## src/include/kpc_regs.svh

```systemverilog
`ifndef KPC_REGS_SVH
`define KPC_REGS_SVH
// ==========================================================
// Register offsets (byte addresses)
`define KPC_OFS_CTRL 12'h000
`define KPC_OFS_MIN 12'h004
`define KPC_OFS_MAX 12'h008
`define KPC_OFS_SETPT 12'h00C
`define KPC_OFS_JOG 12'h010
`define KPC_OFS_JOGRATE 12'h014
`define KPC_OFS_STATE 12'h018
`define KPC_OFS_INTSTAT 12'h01C
`define KPC_OFS_INTMASK 12'h020
// ==========================================================
// Field positions
`define KPC_CTRL_REVPERM 0
`define KPC_CTRL_STOPM_LO 1
`define KPC_CTRL_STOPM_HI 2
`define KPC_EV_KEY 0
`define KPC_EV_START 1
`define KPC_EV_STOPPED 2
`define KPC_EV_FAULTCLR 3
`define KPC_EV_LIMIT 4
`define KPC_NUM_EV 5
// ==========================================================
// Reset values and setpoint step sizes
`define KPC_RST_MIN 16'h0000
`define KPC_RST_MAX 16'h0708
`define KPC_RST_SETPT 16'h0000
`define KPC_RST_JOG 16'h0064
`define KPC_RST_JOGRATE 16'h001E
`define KPC_STEP_FINE 17'h0_0001
`define KPC_STEP_COARSE 17'h0_0064
// ==========================================================
// Timing
`define KPC_CLK_MHZ 200
`define KPC_DEBOUNCE_US 10000
`define KPC_HELP_MSG_US 1000000
`define KPC_DEBOUNCE_CYC (`KPC_DEBOUNCE_US * `KPC_CLK_MHZ)
`define KPC_HELP_MSG_CYC (`KPC_HELP_MSG_US * `KPC_CLK_MHZ)
`endif

```

## src/include/kpc_pkg.sv

```systemverilog
package kpc_pkg;
  // ==========================================================
  // Drive direction state
  typedef enum logic [1:0] {
    ST_STOP,
    ST_FWD,
    ST_REV,
    ST_TURN
  } kpc_run_t;
  // ==========================================================
  // Help message step shown on the display
  typedef enum logic [1:0] {
    HELP_OFF,
    HELP_MSG1,
    HELP_MSG2,
    HELP_FAULT
  } kpc_help_t;
  // ==========================================================
  // Keypad keys, one bit each
  typedef struct packed {
    logic help;
    logic status;
    logic dn100;
    logic dn1;
    logic up100;
    logic up1;
    logic stop;
    logic jog;
    logic rev;
    logic fwd;
  } kpc_keys_t;
  // ==========================================================
  // Command bundle toward the ramp generator
  typedef struct packed {
    logic run;
    logic dir_rev;
    logic [1:0] stop_method;
    logic [15:0] speed_ref;
    logic [15:0] accel_rate;
    logic [15:0] decel_rate;
  } kpc_drive_cmd_t;
  // ==========================================================
  // Display bundle
  typedef struct packed {
    logic jog_ind;
    logic [1:0] window;
    kpc_help_t help_msg;
  } kpc_disp_t;
endpackage

```

## src/logic/kpc_keypad_ctrl.sv

```systemverilog
`timescale 1ns/1ps
`include "kpc_regs.svh"

module kpc_keypad_ctrl #(
  parameter int DEB_CYC = `KPC_DEBOUNCE_CYC,
  parameter int HELP_CYC = `KPC_HELP_MSG_CYC
) (
  // Clock and reset
  input wire logic ref_clk,
  input wire logic rst,
  // APB slave
  input wire logic psel,
  input wire logic penable,
  input wire logic pwrite,
  input wire logic [11:0] paddr,
  input wire logic [31:0] pwdata,
  output logic [31:0] prdata,
  output logic pready,
  output logic pslverr,
  // Keypad and drive status
  input wire kpc_pkg::kpc_keys_t keys_raw,
  input wire logic fault_in,
  input wire logic at_zero_speed,
  // Drive command, display, interrupt
  output kpc_pkg::kpc_drive_cmd_t drive_cmd,
  output logic fault_reset,
  output kpc_pkg::kpc_disp_t disp,
  output logic irq
);
  localparam int NK = $bits(kpc_pkg::kpc_keys_t);
  localparam int DW = $clog2(DEB_CYC + 1);
  localparam int HW = $clog2(HELP_CYC + 1);

  // ==========================================================
  // Key debounce
  logic [NK-1:0] raw_vec;
  logic [NK-1:0] stable_vec;
  logic [NK-1:0] stable_d;
  kpc_pkg::kpc_keys_t lvl;
  kpc_pkg::kpc_keys_t press;
  assign raw_vec = keys_raw;

  genvar gi;
  generate
    for (gi = 0; gi < NK; gi++) begin : g_deb
      logic [DW-1:0] cnt;
      always_ff @(posedge ref_clk or posedge rst) begin
        if (rst) begin
          cnt <= '0;
          stable_vec[gi] <= 1'b0;
        end else if (raw_vec[gi] == stable_vec[gi]) begin
          cnt <= '0;
        end else if (cnt == DW'(DEB_CYC - 1)) begin
          cnt <= '0;
          stable_vec[gi] <= raw_vec[gi];
        end else begin
          cnt <= cnt + 1'b1;
        end
      end
    end
  endgenerate

  // Delayed copy for edge detection
  always_ff @(posedge ref_clk or posedge rst) begin
    if (rst) begin
      stable_d <= '0;
    end else begin
      stable_d <= stable_vec;
    end
  end
  assign press = stable_vec & ~stable_d;
  assign lvl = stable_vec;

  // ==========================================================
  // Configuration registers
  logic rev_perm;
  logic [1:0] stop_method;
  logic [15:0] min_speed;
  logic [15:0] max_speed;
  logic [15:0] jog_speed;
  logic [15:0] jog_accel;
  logic [15:0] jog_decel;
  logic [`KPC_NUM_EV-1:0] int_stat;
  logic [`KPC_NUM_EV-1:0] int_mask;
  logic wr_en;
  logic rd_setup;
  assign wr_en = psel && penable && pwrite;
  assign rd_setup = psel && !penable;

  // Software writes take effect at the access edge
  always_ff @(posedge ref_clk or posedge rst) begin
    if (rst) begin
      rev_perm <= 1'b0;
      stop_method <= 2'h0;
      min_speed <= `KPC_RST_MIN;
      max_speed <= `KPC_RST_MAX;
      jog_speed <= `KPC_RST_JOG;
      jog_accel <= `KPC_RST_JOGRATE;
      jog_decel <= `KPC_RST_JOGRATE;
      int_mask <= '0;
    end else if (wr_en) begin
      case (paddr)
        `KPC_OFS_CTRL: begin
          rev_perm <= pwdata[`KPC_CTRL_REVPERM];
          stop_method <= pwdata[`KPC_CTRL_STOPM_HI:`KPC_CTRL_STOPM_LO];
        end
        `KPC_OFS_MIN: min_speed <= pwdata[15:0];
        `KPC_OFS_MAX: max_speed <= pwdata[15:0];
        `KPC_OFS_JOG: jog_speed <= pwdata[15:0];
        `KPC_OFS_JOGRATE: begin
          jog_accel <= pwdata[15:0];
          jog_decel <= pwdata[31:16];
        end
        `KPC_OFS_INTMASK: int_mask <= pwdata[`KPC_NUM_EV-1:0];
        default: ;
      endcase
    end
  end

  // ==========================================================
  // Run / direction state machine
  kpc_pkg::kpc_run_t state;
  logic turn_to_rev;
  logic jog_mode;
  logic want_fwd;
  logic want_rev;
  // In jog the run keys act as levels, otherwise as press edges
  // hold-to-run in jog
  assign want_fwd = jog_mode ? lvl.fwd : press.fwd;
  assign want_rev = rev_perm && (jog_mode ? lvl.rev : press.rev);

  always_ff @(posedge ref_clk or posedge rst) begin
    if (rst) begin
      state <= kpc_pkg::ST_STOP;
      turn_to_rev <= 1'b0;
    end else begin
      case (state)
        kpc_pkg::ST_STOP: begin
          if (want_fwd && !press.stop) begin
            state <= kpc_pkg::ST_FWD;
          end else if (want_rev && !press.stop) begin
            state <= kpc_pkg::ST_REV;
          end
        end
        kpc_pkg::ST_FWD: begin
          if (press.stop) begin
            state <= kpc_pkg::ST_STOP;
          end else if (jog_mode && !lvl.fwd) begin
            state <= kpc_pkg::ST_STOP;
          end else if (!jog_mode && want_rev) begin
            state <= kpc_pkg::ST_TURN;
            turn_to_rev <= 1'b1;
          end
        end
        kpc_pkg::ST_REV: begin
          if (press.stop) begin
            state <= kpc_pkg::ST_STOP;
          end else if (jog_mode && !lvl.rev) begin
            state <= kpc_pkg::ST_STOP;
          end else if (!jog_mode && rev_perm && press.fwd) begin
            state <= kpc_pkg::ST_TURN;
            turn_to_rev <= 1'b0;
          end
        end
        kpc_pkg::ST_TURN: begin
          if (press.stop) begin
            state <= kpc_pkg::ST_STOP;
          end else if (at_zero_speed) begin
            state <= turn_to_rev ? kpc_pkg::ST_REV : kpc_pkg::ST_FWD;
          end
        end
        default: state <= kpc_pkg::ST_STOP;
      endcase
    end
  end

  // jog entry only when stopped, toggled by the key
  always_ff @(posedge ref_clk or posedge rst) begin
    if (rst) begin
      jog_mode <= 1'b0;
    end else if (press.jog && state == kpc_pkg::ST_STOP) begin
      jog_mode <= !jog_mode;
    end
  end

  always_ff @(posedge ref_clk or posedge rst) begin
    if (rst) begin
      fault_reset <= 1'b0;
    end else begin
      fault_reset <= press.stop && fault_in;
    end
  end

  // ==========================================================
  // Digital setpoint
  logic [15:0] setpt;
  logic [16:0] step;
  logic [16:0] sum;
  logic up_op;
  logic dn_op;
  logic [15:0] next_setpt;
  logic limited;
  assign step = (press.up100 || press.dn100) ? `KPC_STEP_COARSE : `KPC_STEP_FINE;
  assign up_op = press.up1 || press.up100;
  assign dn_op = !up_op && (press.dn1 || press.dn100);
  assign sum = {1'b0, setpt} + step;

  // Saturating step; limited flags a press that hit a bound
  always_comb begin
    next_setpt = setpt;
    limited = 1'b0;
    if (up_op) begin
      if (sum > {1'b0, max_speed}) begin
        next_setpt = max_speed;
        limited = 1'b1;
      end else begin
        next_setpt = sum[15:0];
      end
    end else if (dn_op) begin
      if ({1'b0, setpt} < {1'b0, min_speed} + step) begin
        next_setpt = min_speed;
        limited = 1'b1;
      end else begin
        next_setpt = setpt - step[15:0];
      end
    end
  end

  // setpoint steps apply stopped or running
  always_ff @(posedge ref_clk or posedge rst) begin
    if (rst) begin
      setpt <= `KPC_RST_SETPT;
    end else begin
      setpt <= next_setpt;
    end
  end

  // ==========================================================
  // Command outputs, registered; speed follows setpoint in FWD/REV (zero in TURN), or jog_speed in jog mode
  always_ff @(posedge ref_clk or posedge rst) begin
    if (rst) begin
      drive_cmd <= '0;
    end else begin
      drive_cmd.run <= (state != kpc_pkg::ST_STOP);
      drive_cmd.dir_rev <= (state == kpc_pkg::ST_REV) || (state == kpc_pkg::ST_TURN && !turn_to_rev);
      // stop method passed to the ramp
      drive_cmd.stop_method <= stop_method;
      if (jog_mode) begin
        drive_cmd.speed_ref <= (state == kpc_pkg::ST_STOP) ? 16'h0000 : jog_speed;
        drive_cmd.accel_rate <= jog_accel;
        drive_cmd.decel_rate <= jog_decel;
      end else begin
        drive_cmd.speed_ref <= (state == kpc_pkg::ST_FWD || state == kpc_pkg::ST_REV) ? setpt : 16'h0000;
        drive_cmd.accel_rate <= 16'h0000;
        drive_cmd.decel_rate <= 16'h0000;
      end
    end
  end

  // ==========================================================
  // Display: status window, jog flag, help sequence
  logic [HW-1:0] help_cnt;
  always_ff @(posedge ref_clk or posedge rst) begin
    if (rst) begin
      disp.window <= 2'h0;
      disp.jog_ind <= 1'b0;
    end else begin
      // next window, wraps after the fourth
      if (press.status) begin
        disp.window <= disp.window + 2'h1;
      end
      disp.jog_ind <= jog_mode;
    end
  end

  // help messages sequenced by a timer
  always_ff @(posedge ref_clk or posedge rst) begin
    if (rst) begin
      disp.help_msg <= kpc_pkg::HELP_OFF;
      help_cnt <= '0;
    end else if (press.help) begin
      disp.help_msg <= kpc_pkg::HELP_MSG1;
      help_cnt <= '0;
    end else if (disp.help_msg != kpc_pkg::HELP_OFF) begin
      if (help_cnt == HW'(HELP_CYC - 1)) begin
        help_cnt <= '0;
        case (disp.help_msg)
          kpc_pkg::HELP_MSG1: disp.help_msg <= kpc_pkg::HELP_MSG2;
          kpc_pkg::HELP_MSG2: disp.help_msg <= fault_in ? kpc_pkg::HELP_FAULT : kpc_pkg::HELP_OFF;
          default: disp.help_msg <= kpc_pkg::HELP_OFF;
        endcase
      end else begin
        help_cnt <= help_cnt + 1'b1;
      end
    end
  end

  // ==========================================================
  // Interrupt status: set wins over a same-cycle write-one clear
  logic [`KPC_NUM_EV-1:0] ev;
  logic [`KPC_NUM_EV-1:0] clr;
  kpc_pkg::kpc_run_t state_d;
  always_ff @(posedge ref_clk or posedge rst) begin
    if (rst) begin
      state_d <= kpc_pkg::ST_STOP;
    end else begin
      state_d <= state;
    end
  end
  assign ev[`KPC_EV_KEY] = |press;
  assign ev[`KPC_EV_START] = state_d == kpc_pkg::ST_STOP && state != kpc_pkg::ST_STOP;
  assign ev[`KPC_EV_STOPPED] = state_d != kpc_pkg::ST_STOP && state == kpc_pkg::ST_STOP;
  assign ev[`KPC_EV_FAULTCLR] = fault_reset;
  assign ev[`KPC_EV_LIMIT] = limited;
  assign clr = (wr_en && paddr == `KPC_OFS_INTSTAT) ? pwdata[`KPC_NUM_EV-1:0] : '0;

  always_ff @(posedge ref_clk or posedge rst) begin
    if (rst) begin
      int_stat <= '0;
    end else begin
      int_stat <= (int_stat & ~clr) | ev;
    end
  end
  assign irq = |(int_stat & int_mask);

  // ==========================================================
  // APB read path: data captured in setup, zero wait states
  logic mapped;
  always_comb begin
    case (paddr)
      `KPC_OFS_CTRL, `KPC_OFS_MIN, `KPC_OFS_MAX, `KPC_OFS_SETPT, `KPC_OFS_JOG,
      `KPC_OFS_JOGRATE, `KPC_OFS_STATE, `KPC_OFS_INTSTAT, `KPC_OFS_INTMASK: mapped = 1'b1;
      default: mapped = 1'b0;
    endcase
  end

  always_ff @(posedge ref_clk or posedge rst) begin
    if (rst) begin
      prdata <= 32'h0000_0000;
    end else if (rd_setup) begin
      case (paddr)
        `KPC_OFS_CTRL: prdata <= {29'h0, stop_method, rev_perm};
        `KPC_OFS_MIN: prdata <= {16'h0000, min_speed};
        `KPC_OFS_MAX: prdata <= {16'h0000, max_speed};
        `KPC_OFS_SETPT: prdata <= {16'h0000, setpt};
        `KPC_OFS_JOG: prdata <= {16'h0000, jog_speed};
        `KPC_OFS_JOGRATE: prdata <= {jog_decel, jog_accel};
        `KPC_OFS_STATE: prdata <= {24'h0, fault_in, disp.help_msg, disp.window, jog_mode, state};
        `KPC_OFS_INTSTAT: prdata <= {27'h0, int_stat};
        `KPC_OFS_INTMASK: prdata <= {27'h0, int_mask};
        default: prdata <= 32'h0000_0000;
      endcase
    end
  end
  assign pready = 1'b1;
  assign pslverr = psel && penable && !mapped;

  // ==========================================================
  // Checks
  AST_FWD_START: assert property (@(posedge ref_clk) disable iff (rst)
    state == kpc_pkg::ST_STOP && !jog_mode && press.fwd && !press.stop |=> state == kpc_pkg::ST_FWD)
    else $error("forward press did not start drive");
  AST_TURN_FWD: assert property (@(posedge ref_clk) disable iff (rst)
    state == kpc_pkg::ST_REV && !jog_mode && rev_perm && press.fwd && !press.stop
    |=> state == kpc_pkg::ST_TURN ##1 drive_cmd.speed_ref == 16'h0000)
    else $error("reversal to forward did not pass through zero");
  AST_REV_START: assert property (@(posedge ref_clk) disable iff (rst)
    state == kpc_pkg::ST_STOP && !jog_mode && rev_perm && press.rev && !press.fwd && !press.stop
    |=> state == kpc_pkg::ST_REV ##1 drive_cmd.dir_rev)
    else $error("reverse press did not start reverse");
  AST_REV_BLOCKED: assert property (@(posedge ref_clk) disable iff (rst)
    !rev_perm && state == kpc_pkg::ST_FWD && !jog_mode && press.rev |=> state != kpc_pkg::ST_TURN)
    else $error("reverse key acted without permission");
  AST_JOG_ENTER: assert property (@(posedge ref_clk) disable iff (rst)
    state != kpc_pkg::ST_STOP && press.jog |=> jog_mode == $past(jog_mode))
    else $error("jog mode changed while running");
  AST_JOG_SPEED: assert property (@(posedge ref_clk) disable iff (rst)
    jog_mode && state == kpc_pkg::ST_FWD ##1 jog_mode |-> drive_cmd.speed_ref == jog_speed)
    else $error("jog run not at jog speed");
  AST_JOG_HOLD: assert property (@(posedge ref_clk) disable iff (rst)
    jog_mode && state == kpc_pkg::ST_FWD && !lvl.fwd |=> state == kpc_pkg::ST_STOP)
    else $error("jog kept running after key release");
  AST_STOP: assert property (@(posedge ref_clk) disable iff (rst)
    press.stop |=> state == kpc_pkg::ST_STOP ##1 !drive_cmd.run)
    else $error("stop key did not stop drive");
  AST_FAULT_CLR: assert property (@(posedge ref_clk) disable iff (rst)
    press.stop && fault_in |=> fault_reset ##1 !fault_reset || $past(press.stop))
    else $error("stop did not clear fault");
  AST_SP_MAX: assert property (@(posedge ref_clk) disable iff (rst)
    up_op && setpt <= max_speed |=> setpt <= max_speed)
    else $error("setpoint passed maximum");
  AST_SP_STEP: assert property (@(posedge ref_clk) disable iff (rst)
    press.up100 && {1'b0, setpt} + 17'h0_0064 <= {1'b0, max_speed} |=> setpt == $past(setpt) + 16'h0064)
    else $error("coarse step not one hundred");
  AST_WIN_WRAP: assert property (@(posedge ref_clk) disable iff (rst)
    press.status && disp.window == 2'h3 |=> disp.window == 2'h0)
    else $error("status window did not wrap");
  AST_HELP: assert property (@(posedge ref_clk) disable iff (rst)
    press.help |=> disp.help_msg == kpc_pkg::HELP_MSG1)
    else $error("help did not show first message");
  COV_TURN: cover property (@(posedge ref_clk) disable iff (rst)
    state == kpc_pkg::ST_TURN ##[1:1000] state == kpc_pkg::ST_FWD);
  COV_JOG: cover property (@(posedge ref_clk) disable iff (rst)
    jog_mode && state == kpc_pkg::ST_REV);
  COV_FAULT: cover property (@(posedge ref_clk) disable iff (rst) fault_reset);
  COV_HELP: cover property (@(posedge ref_clk) disable iff (rst) disp.help_msg == kpc_pkg::HELP_FAULT);
endmodule

```

## config.mk

```make
export PLATFORM = sky130hd
export DESIGN_NAME = kpc_keypad_ctrl
export DESIGN_NICKNAME = d
export VERILOG_FILES = /design/src/include/kpc_pkg.sv /design/src/logic/kpc_keypad_ctrl.sv
export VERILOG_INCLUDE_DIRS = /design/src /design/src/include
export SDC_FILE = /design/constraint.sdc
export NUM_CORES = 1
export LEC_CHECK = 0
export ABC_CLOCK_PERIOD_IN_PS = 32700
export BUFFER_PORTS_ARGS = -buffer_cell sky130_fd_sc_hd__buf_2
export CAP_MARGIN = 0
export CORE_MARGIN = 4
export CORE_UTILIZATION = 55
export DETAILED_ROUTE_END_ITERATION = 16
export PLACE_DENSITY_LB_ADDON = 0.12
export SETUP_SLACK_MARGIN = 0.3
export SYNTH_ARGS = -nofsm -noshare
export SYNTH_HDL_FRONTEND = slang
export SYNTH_SLANG_ARGS = --single-unit
```

## constraint.sdc

```tcl
create_clock -name ref_clk -period 32.7 [get_ports ref_clk]
set_input_delay 0 -clock ref_clk [delete_from_list [all_inputs] [get_ports ref_clk]]
set_output_delay 0 -clock ref_clk [all_outputs]
set_load 0.1 [all_outputs]
```

==> results of run 1 <==
-- layout make-up --
type / count / share of cell area [%]
Clock inverter: 21 / 0.886
Sequential cell: 463 / 44.6
Tap cell: 532 / 2.56
Inverter: 62 / 0.924
Timing Repair Buffer: 215 / 5.25
Clock buffer: 69 / 5.32
Multi-Input combinational cell: 1626 / 40.4
-- power breakdown --
group          leakage (nW)  internal, W  switching, W  total (W)
Combinational          5.02    0.0000264     0.0000728  0.0000991
Sequential             6.25     0.000582    0.00000779   0.000590
Clock                 0.786     0.000327      0.000228   0.000555
Total                  12.1     0.000936      0.000309    0.00124
-- metal layers --
| layer | GRT usage [%] | vias up | routed length (µm) |
|---|---|---|---|
| met3 | 3.39 | 99 | 2800 |
| met2 | 41.2 | 421 | 26400 |
| met5 | 0 | - | 0 |
| met1 | 33.1 | 8348 | 23700 |
| li1 | - | 8106 | - |
| met4 | 7.89 | 0 | 1440 |
-- per-stage QoR --
stage          cells  hold slack [ps]  power [W]
6_report        2988             44.5    0.00124
5_1_grt         2988             60.9    0.00129
4_1_cts         2988             18.6    0.00126
3_5_place_dp    2851              236   0.000695
3_3_place_gp    2851              235   0.000694
2_1_floorplan   2234              106   0.000668
-- cells by family (layout without fill, tap and decap cells) --
| family | Yosys count | after routing | synth area share [%] |
|---|---|---|---|
| mux | 98 | 98 | 4.77 |
| fa+ha+maj | 66 | 66 | 3.64 |
| other cells | 1 | 1 | 0.0165 |
| xor+xnor | 261 | 261 | 10.1 |
| compound gates | 239 | 239 | 7.46 |
| buf+inv | 145 | 367 | 2.66 |
| simple gates | 961 | 961 | 20.3 |
| flops | 463 | 463 | 51.1 |
-- cells in the final DEF (no fill, tap or decap), types with 17 or more instances in the layout --
cell type      instances
mux2_2                81
xnor2_1              118
a31oi_1               22
nand4_1               33
dlygate4sd3_1         47
buf_2                152
nor3_1                22
ha_1                  66
xor2_1               143
a22o_1                20
nor2_1               322
nand3_1              157
nor4_1                36
clkbuf_16             50
a22oi_1               23
and3_1                28
nand2_1              194
dfrtp_1              448
a21oi_1               24
and2_1                45
o21ai_0               56
nor2_2                22
inv_1                 61
mux2i_1               17
-- worst paths after layout --
kind	slack [ps]	start	endpoint	depth (start not counted)
max in group asynchronous	30160	rst	drive_cmd[14]$_DFF_PP0_	5
worst min-delay path	40	psel	prdata[8]$_DFFE_PP0P_	4
worst min register to register	410	stop_method[0]$_DFFE_PP0P_	drive_cmd[48]$_DFF_PP0_	0
min in group asynchronous	160	rst	g_deb[7].cnt[2]$_DFF_PP0_	3
worst max register to register	27690	stable_d[7]$_DFF_PP0_	setpt[12]$_DFFE_PP0P_	18
worst max-delay path	27690	stable_d[7]$_DFF_PP0_	setpt[12]$_DFFE_PP0P_	18
-- worst max-delay path, delay by kind of cell (launching register included) --
kind,cells,cell delay [ps]
flip-flops,1,350
multiplexers,1,330
AND/OR/NAND/NOR,7,1750
XOR/XNOR,1,130
AO/OA/AOI/OAI,6,1650
adder cells (fa/ha/maj),2,470
buffers and inverters,1,230
-- flip-flops by register name, summed over array words and instances, names as in the netlist --
name and flops:
int_stat 5, jog_decel 16, g_deb.cnt 210, disp 5, lvl 10, stable_d 10
state_d 2, int_mask 5, rev_perm 1, turn_to_rev 1, min_speed 16, jog_mode 1
drive_cmd 52, max_speed 16, jog_accel 16, jog_speed 16, stop_method 2, prdata 32
fault_reset 1, setpt 16, help_cnt 28, state 2
-- what timing repair did --
action,4_1_cts,5_1_grt
endpoints found under the hold margin,272,0
setup buffers,0,0
hold buffers,47,0
gates resized for setup,0,0
endpoints found under the setup margin,0,0
==> flow_summary.yaml, run 1 <==
cts:
  ctsHtreeMaxLevel: 2
  clock_path_buffers: 3
  cts.clk_slew.worst_paths_ps: 70
  clk_latency_ps: 580
  root_buffer: "clkbuf_16"
  numCtsBuffers: 49
  numClockSinks: 463
  cts_tree: "done"
sta:
  period_share_pct: 15.3
  fmax_ghz: 0.200
  hold_violations: 0
  rsz0062_at_grt: "false"
  worst_slack_ps: 27690
  min_period_ps: 5010
  worstMarginPinSlew_ps: 1140
  slew_violations: 0
  tns_ps: 0
  maxSlewHeadroom_pct: 23.8
  setup_viol: 0
  clock_skew_ps: 17.3
worst_setup_path:
  critPathMaxFanout: 17
  crit_type: "reg2reg"
  endpoint_kind: "flip-flop"
  arrival_ps: 5480
  startpoint_type: "flip-flop"
  cp_cell_sequence: "nand2b_1, nand2_1, inv_1, ha_1, a31oi_1, nor2_1, a21o_1, a21oi_1, nand2b_1, nor2_1, xnor2_1, ha_1, a2111o_1, a21oi_1, and3_1, nor2_1, mux2_2, a221o_1"
  max_stage_delay_ps: 600
  slowest_stage: "and3_1"
  path_common_cell: "nor2_1"
  cp.required_ps: 33170
routing:
  wl_mm: 54.4
  wl_per_cell_um: 18.2
  vias: 17000
  firstDrtPassIters: 5
  ant_nets: 0
  via_per_inst: 5.68
  drc: 0
  drtIter0Drc: 1227
global_route:
  grt_pass1_vias: 17100
  grt_pass1_wl_mm: 89.2
  track_usage_pct: 24.5
  antenna_found_initial: 0
  grt_max_degree: 187
  gr-total-overflow: 0
synthesis:
  synth_edf_count: 0
  synth_flop_cell: "dfrtp_1"
  avgSynthCellArea_um2: 10.2
  yosysTopAreaCell: "dfrtp_1"
  ys_ff_latch: 463
  ys.warnings.count: 0
  synth.most_common_cell: "dfrtp_1"
  syn_inst: 2234
  syn_nets: 2361
  synth.area.top_cells: "dfrtp_1, xor2_1, nor2_1"
  ys_seq_area_share_pct: 51.1
  synthArstFlopShare_pct: 100
  synthTopCellsByCount: "dfrtp_1, nor2_1, nand2_1"
  synth_cell_types: 72
  syn-cell-area_mm2: 0.0227
  netlist.area_leader.share_pct: 49.4
worst_hold_path:
  hp-class: "in2reg"
cells_and_area:
  nNetsFinal: 2544
  drive_gt1_share_pct: 15.6
  utilization_pct: 63.7
  multi_input_area_mm2: 0.0105
  fin_area_mm2: 0.0260
  seq_area_mm2: 0.0116
  synthToLayoutAreaGrowth_pct: 14.5
  fill_cells: 3338
  antenna_cells: 0
floorplan:
  start_util_pct: 55.6
  dieArea_mm2: 0.0446
  core-area_mm2: 0.0408
  placementRows: 74
  die_x_um: 211
  io_pins: 154
  fp.dieH_um: 211
run:
  drv_cap: 0
run_status:
  outcome: "completed"
placement:
  portBuffers: 152
  placed_cell_area_mm2: 0.0239
  globalplace.congestion: 0.905
  dpl.hpwl_mm: 37.2
  dp_slack_ps: 27750
power:
  vdd_ir_drop_max_mv: 0.0627
  leakagePower_nw: 12.1
  p_per_area_mw_per_mm2: 47.9
(Power assumes the default switching activity.)
==> run 2: changes to the inputs <==
- ABC_AREA: default -> 1
- ABC_CLOCK_PERIOD_IN_PS: 32700 -> 4860
- clock period: 32.7 -> 4.86 ns (I/O delays scaled with it)
==> flow_summary.yaml, run 2 <==
cts:
  clock_path_buffers: 3
  cts_resized: 0
  root_buffer: "clkbuf_16"
  cts_post_setup_buffers_inserted: 0
  cts_tree: "done"
  numCtsBuffers: 50
  clk_latency_ps: 600
  numClockSinks: 463
  ctsHtreeMaxLevel: 2
  cts.clk_slew.worst_paths_ps: 60
floorplan:
  placementRows: 76
  die_x_um: 219
  io_pins: 154
  start_util_pct: 56.1
  dieArea_mm2: 0.0478
  core-area_mm2: 0.0435
  fp.dieH_um: 219
synthesis:
  netlist.area_leader.share_pct: 46.0
  synth_flop_cell: "dfrtp_1"
  synthTopCellsByCount: "nand2_1, inv_1, dfrtp_1"
  yosysTopAreaCell: "dfrtp_1"
  synthArstFlopShare_pct: 100
  ys_seq_area_share_pct: 47.6
  avgSynthCellArea_um2: 8.18
  syn-cell-area_mm2: 0.0244
  ys_ff_latch: 463
  synth_edf_count: 0
  synth.most_common_cell: "nand2_1"
  syn_inst: 2982
  synth.area.top_cells: "dfrtp_1, nand2_1, inv_1"
  synth_cell_types: 63
  ys.warnings.count: 0
  syn_nets: 3109
placement:
  portBuffers: 152
  globalplace.congestion: 0.931
  dpl.hpwl_mm: 45.9
global_route:
  gr-total-overflow: 0
  track_usage_pct: 26.7
  grt_pass1_wl_mm: 105
  grt_pass1_vias: 20600
  grt_max_degree: 164
  antenna_found_initial: 3
power:
  p_sw_share_pct: 35.9
  seq_power_share_pct: 38.7
  power.internal_w: 0.00709
  comb_power_share_pct: 26.6
  p_switching_w: 0.00398
  leakagePower_nw: 13.0
  pwr-share-clk_pct: 34.7
  p_per_area_mw_per_mm2: 397
  vdd_ir_drop_max_mv: 0.340
cells_and_area:
  seq_area_mm2: 0.0116
  final_cell_mix: "nand2_1, inv_1, dfrtp_1"
  top_regs: "g_deb.cnt x210, drive_cmd x52, prdata x32"
  largest_reg_flops: 210
  nNetsFinal: 3315
  synthToLayoutAreaGrowth_pct: 14.3
  utilization_pct: 64.1
  layout_commonest_cell: "nand2_1"
  top_register: "g_deb.cnt"
  drive_gt1_share_pct: 11.4
  multi_input_area_mm2: 0.0108
  fill_cells: 3820
sta:
  setup_viol: 0
  clock_skew_ps: 16.8
  maxSlewHeadroom_pct: 21.3
  tns_ps: 0
  period_share_pct: 84.3
  fmax_ghz: 0.244
  slew_violations: 0
  rsz0062_at_grt: "false"
  min_period_ps: 4100
  hold_violations: 0
  worstMarginPinSlew_ps: 1180
routing:
  wl_mm: 63.4
  ant_nets: 0
  drtIter0Drc: 1548
  wl_met2_mm: 30.6
  vias: 21000
  firstDrtPassIters: 8
  drc: 0
  m1WireLength_mm: 27.0
  wl_per_cell_um: 16.6
  via_per_inst: 5.49
  wl_met3_mm: 3.79
  highest_layer: "met5"
worst_setup_path:
  path_buf_inv: 4
  r2r-start: "lvl[5]$_DFFE_PP0P_"
  startpoint_type: "flip-flop"
  arrival_ps: 4570
  r2r_end: "setpt[3]$_DFFE_PP0P_"
  crit_end: "setpt[3]$_DFFE_PP0P_"
  max_stage_delay_ps: 420
  worstSetupStartpoint: "lvl[5]$_DFFE_PP0P_"
  slowest_stage: "dfrtp_1"
  endpoint_kind: "flip-flop"
  critPathMaxFanout: 18
  path_common_cell: "nand3_1"
  critPathTopFamily: "simple AND/OR/NAND/NOR gates"
  cp_cell_sequence: "inv_1, o22ai_1, buf_4, inv_1, ha_1, nand3_1, nand2_1, nand3_1, o21bai_1, nand4_1, xor2_1, inv_1, ha_1, nand2_1, nor3_1, nand3_1, nor2_1, nand3_4, nand2_4, nand2_1, nand3_1, nand3_1"
  cp.required_ps: 5330
  ff2ff_setup_slack_ps: 760
  crit_type: "reg2reg"
  r2r_cells: 22
  path_depth: 22
run_status:
  outcome: "completed"
worst_hold_path:
  hp-class: "in2reg"
run:
  drv_cap: 0
[run 2: cell types whose count changed after synthesis, sizes merged, moves of 23 or more]
cell	change
xor2	-67
o22ai	+44
nand4	+40
nand3	+37
nor3	+82
mux2	-56
inv	+390
o21ai	+150
and2	-47
nand2	+369
a21oi	+124
clkbuf	-34
xnor2	-96
a22oi	-23
[run 2: metrics by stage]
stage	power [W]	worst slack [ps]	std cells	instance area, µm²	hold slack (ps)
final	0.0111	762	3815	27900	89.2
after global routing	0.0117	311	3814	27900	122
after CTS	0.0111	759	3813	27900	29.2
after detailed placement	0.00722	787	3671	25700	66.8
after global placement	0.00717	876	3671	25700	59.3
after floorplan	0.00651	-1390	2982	24400	123
[run 2: kinds of logic after synthesis]
logic type | synth area share [%]
and+or+nand+nor | 25.8
xor gates and xnor gates | 3.52
DFF | 47.6
adders and majority gates | 3.39
AOI/OAI and AO/OA | 10.3
other | 0.0154
buffers and inverters | 8.20
muxes | 1.15
[run 2: tightest hold or removal path: stages]
cell and delay [ps]:
buf_2 110, nand2_1 90, nor2_1 120, nand2_1 210
o21ai_0 100
[run 2: routing by layer]
metal	up-vias	GRT usage, %
li1	10200	-
met5	-	0
met2	577	44.8
met3	138	4.31
met1	10000	35.4
met4	2	9.18
[run 2: power groups by stage]
stage                     Combinational, W  Sequential (W)  Clock, W
after floorplan                    0.00174         0.00477         0
final                              0.00294         0.00428   0.00384
after global routing               0.00326         0.00430   0.00409
after global placement             0.00282         0.00434         0
after detailed placement           0.00287         0.00435         0
after CTS                          0.00292         0.00428   0.00393
[run 2: how the worst min path moves through the flow]
| stage | slack, ps | depth (start not counted) | startpoint | end |
|---|---|---|---|---|
| floorplan | 120 | 2 | fault_in | fault_reset$_DFF_PP0_ |
| global placement | 60 | 2 | rst | g_deb[7].cnt[11]$_DFF_PP0_ |
| detailed placement | 70 | 2 | rst | help_cnt[2]$_DFFE_PP0P_ |
| CTS | 30 | 5 | psel | rev_perm$_DFFE_PP0P_ |
| global route | 120 | 5 | psel | stop_method[0]$_DFFE_PP0P_ |
| finish | 90 | 5 | psel | rev_perm$_DFFE_PP0P_ |
[run 2: timing repair]
action                                  4_1_cts  5_1_grt
hold buffers                                 50        0
endpoints found under the hold margin       331        0
endpoints found under the setup margin        0        0
[run 2: final cells by class]
class	count	area share, %
clock inverter	19	0.696
multi-input combinational	2005	38.7
tap	585	2.63
sequential	463	41.6
inverter	455	6.14
clock buffer	73	5.27
timing repair buffer	213	4.96
antenna	2	0.0180
